**src/rtl/ptcr_pkg.sv**
```systemverilog
// Package: register map, field layout and reset values of the time config bank
package ptcr_pkg;
    localparam int PTCR_NUM_PINS = 12;
    localparam int PTCR_ADR_W = 10;
    localparam int PTCR_NS_W = 32;

    // Register indices; byte address is four times the index
    localparam logic [7:0] IDX_SFD_ROUTE = 8'h19;
    localparam logic [7:0] IDX_IRQ_ROUTE = 8'h1a;
    localparam logic [7:0] IDX_REF_CLOCK = 8'h1b;
    localparam logic [7:0] IDX_ETHERTYPE = 8'h1c;
    localparam logic [7:0] IDX_MSG_OFFSET = 8'h1d;
    localparam logic [7:0] IDX_PIN_MONITOR = 8'h1e;
    localparam logic [7:0] IDX_ID_FILTER = 8'h1f;

    localparam logic [9:0] ADR_SFD_ROUTE = {IDX_SFD_ROUTE, 2'b00};
    localparam logic [9:0] ADR_IRQ_ROUTE = {IDX_IRQ_ROUTE, 2'b00};
    localparam logic [9:0] ADR_REF_CLOCK = {IDX_REF_CLOCK, 2'b00};
    localparam logic [9:0] ADR_ETHERTYPE = {IDX_ETHERTYPE, 2'b00};
    localparam logic [9:0] ADR_MSG_OFFSET = {IDX_MSG_OFFSET, 2'b00};
    localparam logic [9:0] ADR_PIN_MONITOR = {IDX_PIN_MONITOR, 2'b00};
    localparam logic [9:0] ADR_ID_FILTER = {IDX_ID_FILTER, 2'b00};

    // Field positions
    localparam int TX_SEL_LSB = 4;
    localparam int RX_SEL_LSB = 0;
    localparam int SRC_CODE_LSB = 14;
    localparam int DIV_N_LSB = 3;
    localparam int HASH_EN_BIT = 12;

    // Reset values
    localparam logic [3:0] PIN_SEL_RST = 4'h0;
    localparam logic [1:0] SRC_CODE_RST = 2'h0;
    localparam logic [6:0] PERIOD_RST = 7'h00;
    localparam logic [15:0] ETHERTYPE_RST = 16'hf788;
    localparam logic [11:0] HASH_RST = 12'h000;
    localparam logic [7:0] OFFSET_RST = 8'h00;

    localparam logic [6:0] PERIOD_MIN = 7'h08;

    // Reference source codes; any code with the top bit set is external
    localparam logic [1:0] SRC_PHASE_GEN = 2'h0;
    localparam logic [1:0] SRC_PHASE_DIV = 2'h1;
endpackage

```
**src/rtl/ptcr_ref_if.sv**
```systemverilog
// Interface: reference source control between the bank and the tick generator
`timescale 1ns/100ps
interface ptcr_ref_if;
    logic [1:0] refSourceCode;
    logic [3:0] divisorN;
    logic refTick;
    modport ctrl (output refSourceCode, output divisorN, input refTick);
    modport gen (input refSourceCode, input divisorN, output refTick);
endinterface

```
**src/rtl/ptcr_ref_tick.sv**
```systemverilog
// Module: reference clock tick selection and divide-by-N
`timescale 1ns/100ps
module ptcr_ref_tick
    import ptcr_pkg::*;
(
    input wire logic mclk,
    input wire logic rst_b,
    input wire logic phaseGenTick,
    input wire logic extRefTick,
    ptcr_ref_if.gen refPort
);
    logic [3:0] divCnt_ff;
    logic [3:0] nxt_divCnt;
    logic refTick_ff;
    logic nxt_refTick;
    logic divWrap;

    // N of 0 or 1 passes every phase generator tick
    assign divWrap = (divCnt_ff + 4'h1 >= refPort.divisorN);
    assign nxt_divCnt = (refPort.refSourceCode != SRC_PHASE_DIV) ? 4'h0 :
                        !phaseGenTick ? divCnt_ff :
                        divWrap ? 4'h0 : divCnt_ff + 4'h1;
    assign nxt_refTick = refPort.refSourceCode[1] ? extRefTick :
                         (refPort.refSourceCode == SRC_PHASE_DIV) ?
                         (phaseGenTick & divWrap) : phaseGenTick;

    always_ff @(posedge mclk) begin
        if (!rst_b) begin
            divCnt_ff <= 4'h0;
            refTick_ff <= 1'b0;
        end else begin
            divCnt_ff <= nxt_divCnt;
            refTick_ff <= nxt_refTick;
        end
    end

    assign refPort.refTick = refTick_ff;
endmodule // ptcr_ref_tick

```
**src/rtl/ptcr_bank.sv**
```systemverilog
// Module: time protocol pin routing, reference clock and parser config bank
// Behaviour
// Transmit delimiter pulse goes to pin picked by selector 7:4; zero disables.
// Receive delimiter pulse goes to pin picked by selector 3:0; zero disables.
// Several functions may share one pin; no setting is refused.
// Interrupt goes to pin picked by 4-bit selector; zero disables all. Zero here disables only the interrupt; delimiter pulses keep their pins.
// Source code 00 phase generator, 01 divided generator, 1x external.
// Period below 8 written stores 8 instead.
// Divided source uses period bits 6:3 as N, ignores 2:0.
// Nanosecond counter adds the period on every reference tick.
// Frame type compared with programmable Ethertype, reset f788.
// Read-only 8-bit field reports time message byte offset.
// Read-only 12-bit field shows live pin inputs, pin 1 in bit 0.
// With hash enabled, deliver receive timestamp only on hash match.
// Hash result never blocks timestamp insertion.
// Reserved bits ignore writes and read zero.
// Selector values 13 to 15 drive no pin.
//
// Our own choice: register access over Wishbone.
`timescale 1ns/100ps
module ptcr_bank
    import ptcr_pkg::*;
#(
    parameter int NS_W = PTCR_NS_W
) (
    input wire logic mclk,
    input wire logic rst_b,
    input wire logic wb_cyc_i,
    input wire logic wb_stb_i,
    input wire logic wb_we_i,
    input wire logic [PTCR_ADR_W-1:0] wb_adr_i,
    input wire logic [3:0] wb_sel_i,
    input wire logic [31:0] wb_dat_i,
    output logic [31:0] wb_dat_o,
    output logic wb_ack_o,
    input wire logic txSfdPulse,
    input wire logic rxSfdPulse,
    input wire logic ptpIrq,
    output logic [PTCR_NUM_PINS-1:0] gpioOut,
    input wire logic [PTCR_NUM_PINS-1:0] pinInputLevels,
    input wire logic phaseGenTick,
    input wire logic extRefTick,
    output logic [NS_W-1:0] nsCount,
    input wire logic frameTypeValid,
    input wire logic [15:0] frameType,
    output logic l2TypeMatch,
    input wire logic msgOffsetValid,
    input wire logic [7:0] msgOffset,
    input wire logic rxTsCandidate,
    input wire logic [11:0] srcIdHash,
    output logic rxTsDeliver,
    input wire logic tsInsertReq,
    output logic tsInsertGo
);
    // Selector to pin mask; 0 and 13..15 give no pin
    function automatic logic [PTCR_NUM_PINS-1:0] pinDecode(
        input logic [3:0] sel
    );
        logic [PTCR_NUM_PINS-1:0] mask;
        mask = '0;
        if (sel != 4'h0 && sel <= 4'(PTCR_NUM_PINS)) begin
            mask[sel - 4'h1] = 1'b1;
        end
        return mask;
    endfunction

    ptcr_ref_if refBus ();

    logic [3:0] txPinSel_ff;
    logic [3:0] rxPinSel_ff;
    logic [3:0] irqPinSel_ff;
    logic [1:0] refSourceCode_ff;
    logic [6:0] refPeriodNs_ff;
    logic [15:0] l2TypeMatch_ff;
    logic [7:0] msgByteOffset_ff;
    logic hashEnable_ff;
    logic [11:0] identityExpected_ff;
    logic ack_ff;
    logic [31:0] rdData_ff;
    logic [PTCR_NUM_PINS-1:0] gpioOut_ff;
    logic [NS_W-1:0] nsCount_ff;
    logic typeHit_ff;
    logic rxTsDeliver_ff;
    logic tsInsertGo_ff;

    // Bus decode
    wire busReq = wb_cyc_i & wb_stb_i;
    wire wrStrobe = busReq & wb_we_i & ack_ff;
    wire lane0 = wb_sel_i[0];
    wire lane1 = wb_sel_i[1];
    wire hitSfd = (wb_adr_i == ADR_SFD_ROUTE);
    wire hitIrq = (wb_adr_i == ADR_IRQ_ROUTE);
    wire hitClk = (wb_adr_i == ADR_REF_CLOCK);
    wire hitEtr = (wb_adr_i == ADR_ETHERTYPE);
    wire hitOff = (wb_adr_i == ADR_MSG_OFFSET);
    wire hitMon = (wb_adr_i == ADR_PIN_MONITOR);
    wire hitHash = (wb_adr_i == ADR_ID_FILTER);

    // Read views; reserved bits are zero
    wire [15:0] viewSfd = {8'h00, txPinSel_ff, rxPinSel_ff};
    wire [15:0] viewIrq = {12'h000, irqPinSel_ff};
    wire [15:0] viewClk = {refSourceCode_ff, 7'h00, refPeriodNs_ff};
    wire [15:0] viewOff = {8'h00, msgByteOffset_ff};
    wire [15:0] viewMon = {4'h0, pinInputLevels};
    wire [15:0] viewHash = {3'h0, hashEnable_ff, identityExpected_ff};
    wire [15:0] readMux = hitSfd ? viewSfd :
                          hitIrq ? viewIrq :
                          hitClk ? viewClk :
                          hitEtr ? l2TypeMatch_ff :
                          hitOff ? viewOff :
                          hitMon ? viewMon :
                          hitHash ? viewHash : 16'h0000;

    // Period write with floor
    wire [6:0] periodWr = wb_dat_i[6:0];
    wire [6:0] periodClamped = (periodWr < PERIOD_MIN) ?
                               PERIOD_MIN : periodWr;

    // Pin routing, functions OR together on shared pins
    wire [PTCR_NUM_PINS-1:0] txMask = pinDecode(txPinSel_ff);
    wire [PTCR_NUM_PINS-1:0] rxMask = pinDecode(rxPinSel_ff);
    wire [PTCR_NUM_PINS-1:0] irqMask = pinDecode(irqPinSel_ff);
    logic [PTCR_NUM_PINS-1:0] nxt_gpioOut;
    genvar gi;
    generate
        for (gi = 0; gi < PTCR_NUM_PINS; gi = gi + 1) begin : gPin
            assign nxt_gpioOut[gi] = (txMask[gi] & txSfdPulse) |
                                     (rxMask[gi] & rxSfdPulse) |
                                     (irqMask[gi] & ptpIrq);
        end
    endgenerate

    // Parser side
    wire nxt_typeHit = frameTypeValid &
                       (frameType == l2TypeMatch_ff);
    wire hashOk = !hashEnable_ff |
                  (srcIdHash == identityExpected_ff);
    wire nxt_rxTsDeliver = rxTsCandidate & hashOk;
    wire [NS_W-1:0] nxt_nsCount = refBus.refTick ?
                                  nsCount_ff + NS_W'(refPeriodNs_ff) :
                                  nsCount_ff;

    // Tick generator controls
    assign refBus.refSourceCode = refSourceCode_ff;
    assign refBus.divisorN = refPeriodNs_ff[6:DIV_N_LSB];

    ptcr_ref_tick uRefTick (
        .mclk(mclk),
        .rst_b(rst_b),
        .phaseGenTick(phaseGenTick),
        .extRefTick(extRefTick),
        .refPort(refBus.gen)
    );

    // Bus slave: ack one cycle after request, write at acked edge
    always_ff @(posedge mclk) begin
        if (!rst_b) begin
            ack_ff <= 1'b0;
            rdData_ff <= 32'h0000_0000;
        end else begin
            ack_ff <= busReq & !ack_ff;
            rdData_ff <= (busReq & !ack_ff & !wb_we_i) ?
                         {16'h0000, readMux} : 32'h0000_0000;
        end
    end

    // Routing registers
    always_ff @(posedge mclk) begin
        if (!rst_b) begin
            txPinSel_ff <= PIN_SEL_RST;
            rxPinSel_ff <= PIN_SEL_RST;
            irqPinSel_ff <= PIN_SEL_RST;
        end else begin
            if (wrStrobe & hitSfd & lane0) begin
                txPinSel_ff <= wb_dat_i[TX_SEL_LSB +: 4];
                rxPinSel_ff <= wb_dat_i[RX_SEL_LSB +: 4];
            end
            if (wrStrobe & hitIrq & lane0) begin
                irqPinSel_ff <= wb_dat_i[3:0];
            end
        end
    end

    // Reference clock register
    always_ff @(posedge mclk) begin
        if (!rst_b) begin
            refSourceCode_ff <= SRC_CODE_RST;
            refPeriodNs_ff <= PERIOD_RST;
        end else begin
            if (wrStrobe & hitClk & lane1) begin
                refSourceCode_ff <= wb_dat_i[SRC_CODE_LSB +: 2];
            end
            if (wrStrobe & hitClk & lane0) begin
                refPeriodNs_ff <= periodClamped;
            end
        end
    end

    // Ethertype and hash filter registers
    always_ff @(posedge mclk) begin
        if (!rst_b) begin
            l2TypeMatch_ff <= ETHERTYPE_RST;
            hashEnable_ff <= 1'b0;
            identityExpected_ff <= HASH_RST;
        end else begin
            if (wrStrobe & hitEtr & lane0) begin
                l2TypeMatch_ff[7:0] <= wb_dat_i[7:0];
            end
            if (wrStrobe & hitEtr & lane1) begin
                l2TypeMatch_ff[15:8] <= wb_dat_i[15:8];
            end
            if (wrStrobe & hitHash & lane0) begin
                identityExpected_ff[7:0] <= wb_dat_i[7:0];
            end
            if (wrStrobe & hitHash & lane1) begin
                identityExpected_ff[11:8] <= wb_dat_i[11:8];
                hashEnable_ff <= wb_dat_i[HASH_EN_BIT];
            end
        end
    end

    // Offset reported by the parser, read-only to software
    always_ff @(posedge mclk) begin
        if (!rst_b) begin
            msgByteOffset_ff <= OFFSET_RST;
        end else if (msgOffsetValid) begin
            msgByteOffset_ff <= msgOffset;
        end
    end

    // Datapath outputs
    always_ff @(posedge mclk) begin
        if (!rst_b) begin
            gpioOut_ff <= '0;
            nsCount_ff <= '0;
            typeHit_ff <= 1'b0;
            rxTsDeliver_ff <= 1'b0;
            tsInsertGo_ff <= 1'b0;
        end else begin
            gpioOut_ff <= nxt_gpioOut;
            nsCount_ff <= nxt_nsCount;
            typeHit_ff <= nxt_typeHit;
            rxTsDeliver_ff <= nxt_rxTsDeliver;
            tsInsertGo_ff <= tsInsertReq;
        end
    end

    assign wb_ack_o = ack_ff;
    assign wb_dat_o = rdData_ff;
    assign gpioOut = gpioOut_ff;
    assign nsCount = nsCount_ff;
    assign l2TypeMatch = typeHit_ff;
    assign rxTsDeliver = rxTsDeliver_ff;
    assign tsInsertGo = tsInsertGo_ff;
endmodule // ptcr_bank

```
**config.mk**
```make
export PLATFORM = sky130hd
export DESIGN_NAME = ptcr_bank
export DESIGN_NICKNAME = d
export VERILOG_FILES = /design/src/rtl/ptcr_pkg.sv /design/src/rtl/ptcr_ref_if.sv /design/src/rtl/ptcr_ref_tick.sv /design/src/rtl/ptcr_bank.sv
export SDC_FILE = /design/constraint.sdc
export NUM_CORES = 1
export LEC_CHECK = 0
export ABC_CLOCK_PERIOD_IN_PS = 2400
export BUFFER_PORTS_ARGS = -buffer_cell sky130_fd_sc_hd__buf_2
export CORE_ASPECT_RATIO = 0.9
export CORE_MARGIN = 2
export CORE_UTILIZATION = 40
export DETAILED_ROUTE_END_ITERATION = 7
export GPL_TIMING_DRIVEN = 0
export PLACE_DENSITY_LB_ADDON = 0.1
export REMOVE_ABC_BUFFERS = 1
export SLEW_MARGIN = 40
export SYNTH_ARGS = -nofsm -noshare
export SYNTH_HDL_FRONTEND = slang
export SYNTH_SLANG_ARGS = --single-unit
```
**constraint.sdc**
```tcl
create_clock -name mclk -period 2.4 [get_ports mclk]
set_clock_uncertainty 0.15 [all_clocks]
set_input_delay 0.12 -clock mclk [delete_from_list [all_inputs] [get_ports mclk]]
set_output_delay 0.12 -clock mclk [all_outputs]
set_load 0.03 [all_outputs]
```
---- Yosys cells after proc, flatten, opt, wreduce, memory -nomap -nowiden ----
Cells that the tools add are included.
word-level totals
  logic and storage cells ................. 170
  bits of input ports ..................... 108
  output and inout port bits .............. 80
  flip-flop bits (word level) ............. 143
operators by class
  equality and inequality tests ........... 11
  muxes and demuxes ....................... 20
  $lt $le $gt $ge ......................... 11
  add/sub/neg operators ................... 5
  bitwise gates (word level) .............. 84
  reductions and logical operators ........ 16
operators by type and width
  kind                                                                count
  equality test 10 x 7 -> 1 bit (second input constant)               7
  2-to-1 mux 16 bit                                                   4
  AND 1 bit                                                           57
  2-to-1 mux 13 bit                                                   3
  2-to-1 mux 12 bit                                                   3
  adder 32 x 7 -> 32 bit                                              1
  OR 1 bit                                                            25
  equality test 16 bit                                                1
  less-than comparator 4 x 5 -> 1 bit (second input constant)         3
  demux 1 bit (select 4 bit)                                          3
  equality test 12 bit                                                1
  greater-or-equal comparator 4 x 1 -> 1 bit (second input constant)  3
  less-or-equal comparator 4 bit (second input constant)              3
  nonzero test 4 bit                                                  3
  subtractor 4 x 1 -> 4 bit (second input constant)                   3
  less-than comparator 7 x 4 -> 1 bit (second input constant)         1
  2-to-1 mux 7 bit                                                    1
  logical AND 1 bit                                                   6
  2-to-1 mux 1 bit                                                    5
  OR reduction 5 bit                                                  1
  adder 4 x 1 -> 4 bit (second input constant)                        1
  greater-or-equal comparator 4 bit                                   1
  2-to-1 mux 4 bit                                                    1
  OR reduction 4 bit                                                  1
  6 further kinds                                                     9

---- Depth between registers and ports, before layout ----
  depth in word-level cells ............... 9
  mapped depth ............................ 9
  depth with buffers taken out ............ 8

---- Modules after synthesis ----
A second synthesis with hierarchy kept.
unflattened totals
  cell total of the unflattened synthesis .. 711
  area, all modules ....................... 6,444.9 um^2
modules (own cells, without submodules)
  module         area an instance (um^2)  instances  cells an instance
  ptcr_bank      6,070.8                  1          669
  ptcr_ref_tick  374.1                    1          42

---- Worst setup path after synthesis ----
Ideal clock, no wire load.
  path type ............................... reg2reg
  from .................................... register nsCount_ff[0] (netlist: nsCount[0])
  to ...................................... register nsCount_ff[26] (netlist: nsCount[26])
  arrival time ............................ 2.321 ns
  cell stages (with the launch flop) ...... 10
  library setup time ...................... 0.070 ns
  buffers on the path ..................... 1
  slack ................................... -0.141 ns
  period minus slack after synthesis ...... 2.541 ns
  required time ........................... 2.180 ns
  cells stage by stage .................... dfxtp_1 ha_1 inv_1 fa_1 nor2b_1 o31a_1 buf_2 o21ai_2 or4_1 a21oi_1
on the way
  cells in the longest elaborated chain, start to end .. 1
RTL lines
  item                    RTL line          source
  from (decl)             ptcr_bank.sv:81   logic [NS_W-1:0] nsCount_ff;
  from (signal assigned)  ptcr_bank.sv:241  nsCount_ff <= nxt_nsCount;
  adder 32 x 7 -> 32 bit  ptcr_bank.sv:140  nsCount_ff + NS_W'(refPeriodNs_ff) :
Every way passes these cells.
A chain may end at the register's enable or synchronous reset.

---- Worst setup path after layout ----
  from .................................... register l2TypeMatch_ff[7]
  to ...................................... register typeHit_ff (netlist: l2TypeMatch)
on the way
  cells in the longest elaborated chain, start to end .. 2
RTL lines
  item                    RTL line          source
  from (decl)             ptcr_bank.sv:74   logic [15:0] l2TypeMatch_ff;
  from (signal assigned)  ptcr_bank.sv:207  l2TypeMatch_ff[7:0] <= wb_dat_i[7:0];
  equality test 16 bit    ptcr_bank.sv:135  (frameType == l2TypeMatch_ff);
  AND 1 bit               ptcr_bank.sv:134  wire nxt_typeHit = frameTypeValid &
  to (signal assigned)    ptcr_bank.sv:242  typeHit_ff <= nxt_typeHit;
  to (decl)               ptcr_bank.sv:82   logic typeHit_ff;
Every way passes these cells.

==> impl_metrics.ini <==
[status]
status = finished, final reports clean

[routing]
viasPerCell = 5.45
antenna_left = 0
wirelength_mm = 19.7
routedWlPerCell_um = 16.9
drc = 0
firstDrtPassIters = 5
routed.top_layer = met4
met1_length_mm = 8.97
drtIter0Drc = 454
vias = 6373
dr_wl_met3_mm = 1.27
wl_met2_mm = 9.08

[power]
p_leak_nw = 3.41
pwr-share-clk_pct = 50.4
intPower_mw = 3.89
p_per_area_mw_per_mm2 = 601
p_seq_share_pct = 41.6
power_frac_comb_pct = 8.1
peakVddDrop_mv = 0.512
netSwitchingPower_mw = 1.24
p_sw_share_pct = 24.1

[placement]
io_buffers = 153
dp_slack_ps = -360
dp_hpwl_mm = 13.8
place.gp.congestion = 0.870

[sta]
setup_viol = 0
timing_hold_violations_final = 0
max_freq_mhz = 444
fin_crit_ps = 2250
rsz0062_at_grt = false
setup_slack_ps = 147
fin_crit_sh_pct = 93.9
worst_pin_slew_ps = 763
slew_headroom_pct = 48.9
setup_tns_ps = 0
drv_slew = 0

[worst_setup_path]
rrSetupSlack_ps = 150
critical_path_class = reg2reg
max_stage_delay_ps = 600
slowest_stage = dlygate4sd3_1
crit_path_start_kind = flop
r2r-start = l2TypeMatch_ff[7]
arrival_ps = 2430
reg2regPathDepth = 5
cp_max_fo = 3
path_buf_inv = 1
critPathTopFamily = simple AND/OR/NAND/NOR gates
r2r_end = l2TypeMatch
end_kind = flop
path_cells = xnor2_2 > nand4_1 > dlygate4sd3_1 > or4_1 > nor4_1
cp.required_ps = 2580

[clock_tree]
clockBufferDepth = 2
cts_buffers = 17
htreeDepth = 4
cts_tree = built
numClockSinks = 127
insertion_delay_ps = 420
clk_pin_slew_ps = 60
clockRootBuffer = clkbuf_16

[yosys]
synth.area.top_cells = dfxtp_1, nor2_1, nand3_1
synth_largest_area_cell = dfxtp_1
yosysSeqAreaShare_pct = 40.2
async_reset_ff_share_pct = 0
ys_seq_elements = 127
yosysWarnings = 0
syn_inst = 746
synth_edf_count = 0
syn_area_mm2 = 0.00632
syn_area_per_cell_um2 = 8.47
yosys.area.top_type_share_pct = 40.2
ys_types = 61
ys.flop_type = dfxtp_1

[grt]
grt_first_pass_wirelength_mm = 30.4
grt_pass1_vias = 5891
grt_use_total_pct = 23.5
antenna_found_initial = 0
grt_max_degree = 73
grt-ovfl-total = 0

[min_path]
hold_path.class = in2reg
min_to = gpioOut[11]
whs_path_depth = 3
hp-start = rxSfdPulse

[die]
die-area_mm2 = 0.0168
die_x_um = 136
fp.dieH_um = 123
ios = 188
core_region_area_mm2 = 0.0154
start_util_pct = 40.9
core.rowCount = 43

[final_layout]
multiInputGateArea_mm2 = 0.00357
n_antenna_cell = 0
drive_gt1_share_pct = 24.6
areaGrowthSynthToFinish_pct = 35.0
final_common_cell = buf_2
num-fill-cells = 1396
final_cell_mix = buf_2, dfxtp_1, nor2_1
ff_latch_area_mm2 = 0.00254
nNetsFinal = 1075

[flow_run]
maxCapViolCount = 0
[sequential cells by signal, indices dropped and copies added (netlist names), 7 cells and up]
| signal | cells |
|---|---|
| identityExpected_ff | 12 |
| refPeriodNs_ff | 7 |
| nsCount | 32 |
| l2TypeMatch_ff | 16 |
| gpioOut | 12 |
| msgByteOffset_ff | 8 |
| wb_dat_o | 16 |
[worst register-to-register path: stages (launching register included)]
cell and delay [ps]:
dfxtp_1 350, xnor2_2 260, nand4_1 130, dlygate4sd3_1 600
or4_1 530, nor4_1 150
[Yosys cell counts (all sizes together), types with 5 or more instances]
cell    count
or3        10
nor3       28
nand2      71
nand3b      8
a21oi      34
dfxtp     127
a22oi       8
a31oi       6
buf        33
nand2b     10
or4         5
o211ai      8
clkbuf     18
nand3      56
inv        19
o21ai      48
o31ai       8
xnor2      17
o22ai      11
ha         12
xor2       30
mux2i      26
a211oi      5
nand4      17
nor2       82
mux4        5
[timing repair]
item,in CTS,in global routing
setup endpoints to repair,9,11
buffers inserted,6,7
pin swaps,3,3
hold endpoints to repair,83,0
hold buffers,57,0
resized for setup,6,8
[how the worst max path moves through the flow]
stage	from	endpoint	slack (ps)	depth (start not counted)
after floorplan	nsCount[0]	nsCount[26]	-200	8
after global placement	rst_b	nsCount[7]	-1650	6
after detailed placement	refPeriodNs_ff[0]	nsCount[28]	-360	8
after CTS	refPeriodNs_ff[0]	nsCount[28]	5	8
after global routing	refPeriodNs_ff[0]	nsCount[22]	3	9
final	l2TypeMatch_ff[7]	l2TypeMatch	150	5
[layer usage]
metal / track usage (%) / up-vias
li1: - / 3040
met1: 32.2 / 3050
met2: 36.1 / 248
met3: 6.03 / 35
met4: 8.01 / 0
met5: 0 / -
[cell families after synthesis]
kind of cell,Yosys count,share of synthesized area (%)
xor gates and xnor gates,47,6.51
buffers and inverters,70,5.43
AOI/OAI and AO/OA,147,14.5
and+or+nand+nor,309,24.5
DFF,127,40.2
muxes,32,6.08
other,1,0.0593
adders and majority gates,13,2.69
[stage by stage]
step | util [%] | hold slack (ps) | cell area, um2 | cells | power [mW]
after floorplan | - | 31.9 | 6100 | 710 | 2.32
after global placement | 46.1 | 179 | 7120 | 1065 | 2.49
after detailed placement | 46.6 | 187 | 7190 | 1067 | 2.51
after CTS | 54.5 | 3.44 | 8410 | 1162 | 5.15
after global routing | 55.2 | 20.7 | 8530 | 1169 | 5.30
final | 55.2 | 19.5 | 8530 | 1169 | 5.12
[final cells by class]
class / count / area share [%]
Inverter: 19 / 0.866
Sequential cell: 127 / 29.8
Multi-Input combinational cell: 564 / 41.8
Clock buffer: 19 / 5.31
Clock inverter: 13 / 1.63
Timing Repair Buffer: 225 / 17.6
Tap cell: 202 / 2.96
[power groups by stage]
stage / Clock, mW / Combinational [mW] / Sequential [mW]
floorplan: 0 / 0.137 / 2.18
global placement: 0 / 0.318 / 2.18
detailed placement: 0 / 0.332 / 2.18
CTS: 2.61 / 0.403 / 2.13
global route: 2.73 / 0.439 / 2.13
finish: 2.58 / 0.413 / 2.13
Note: power is estimated with default switching activity, not from simulation.
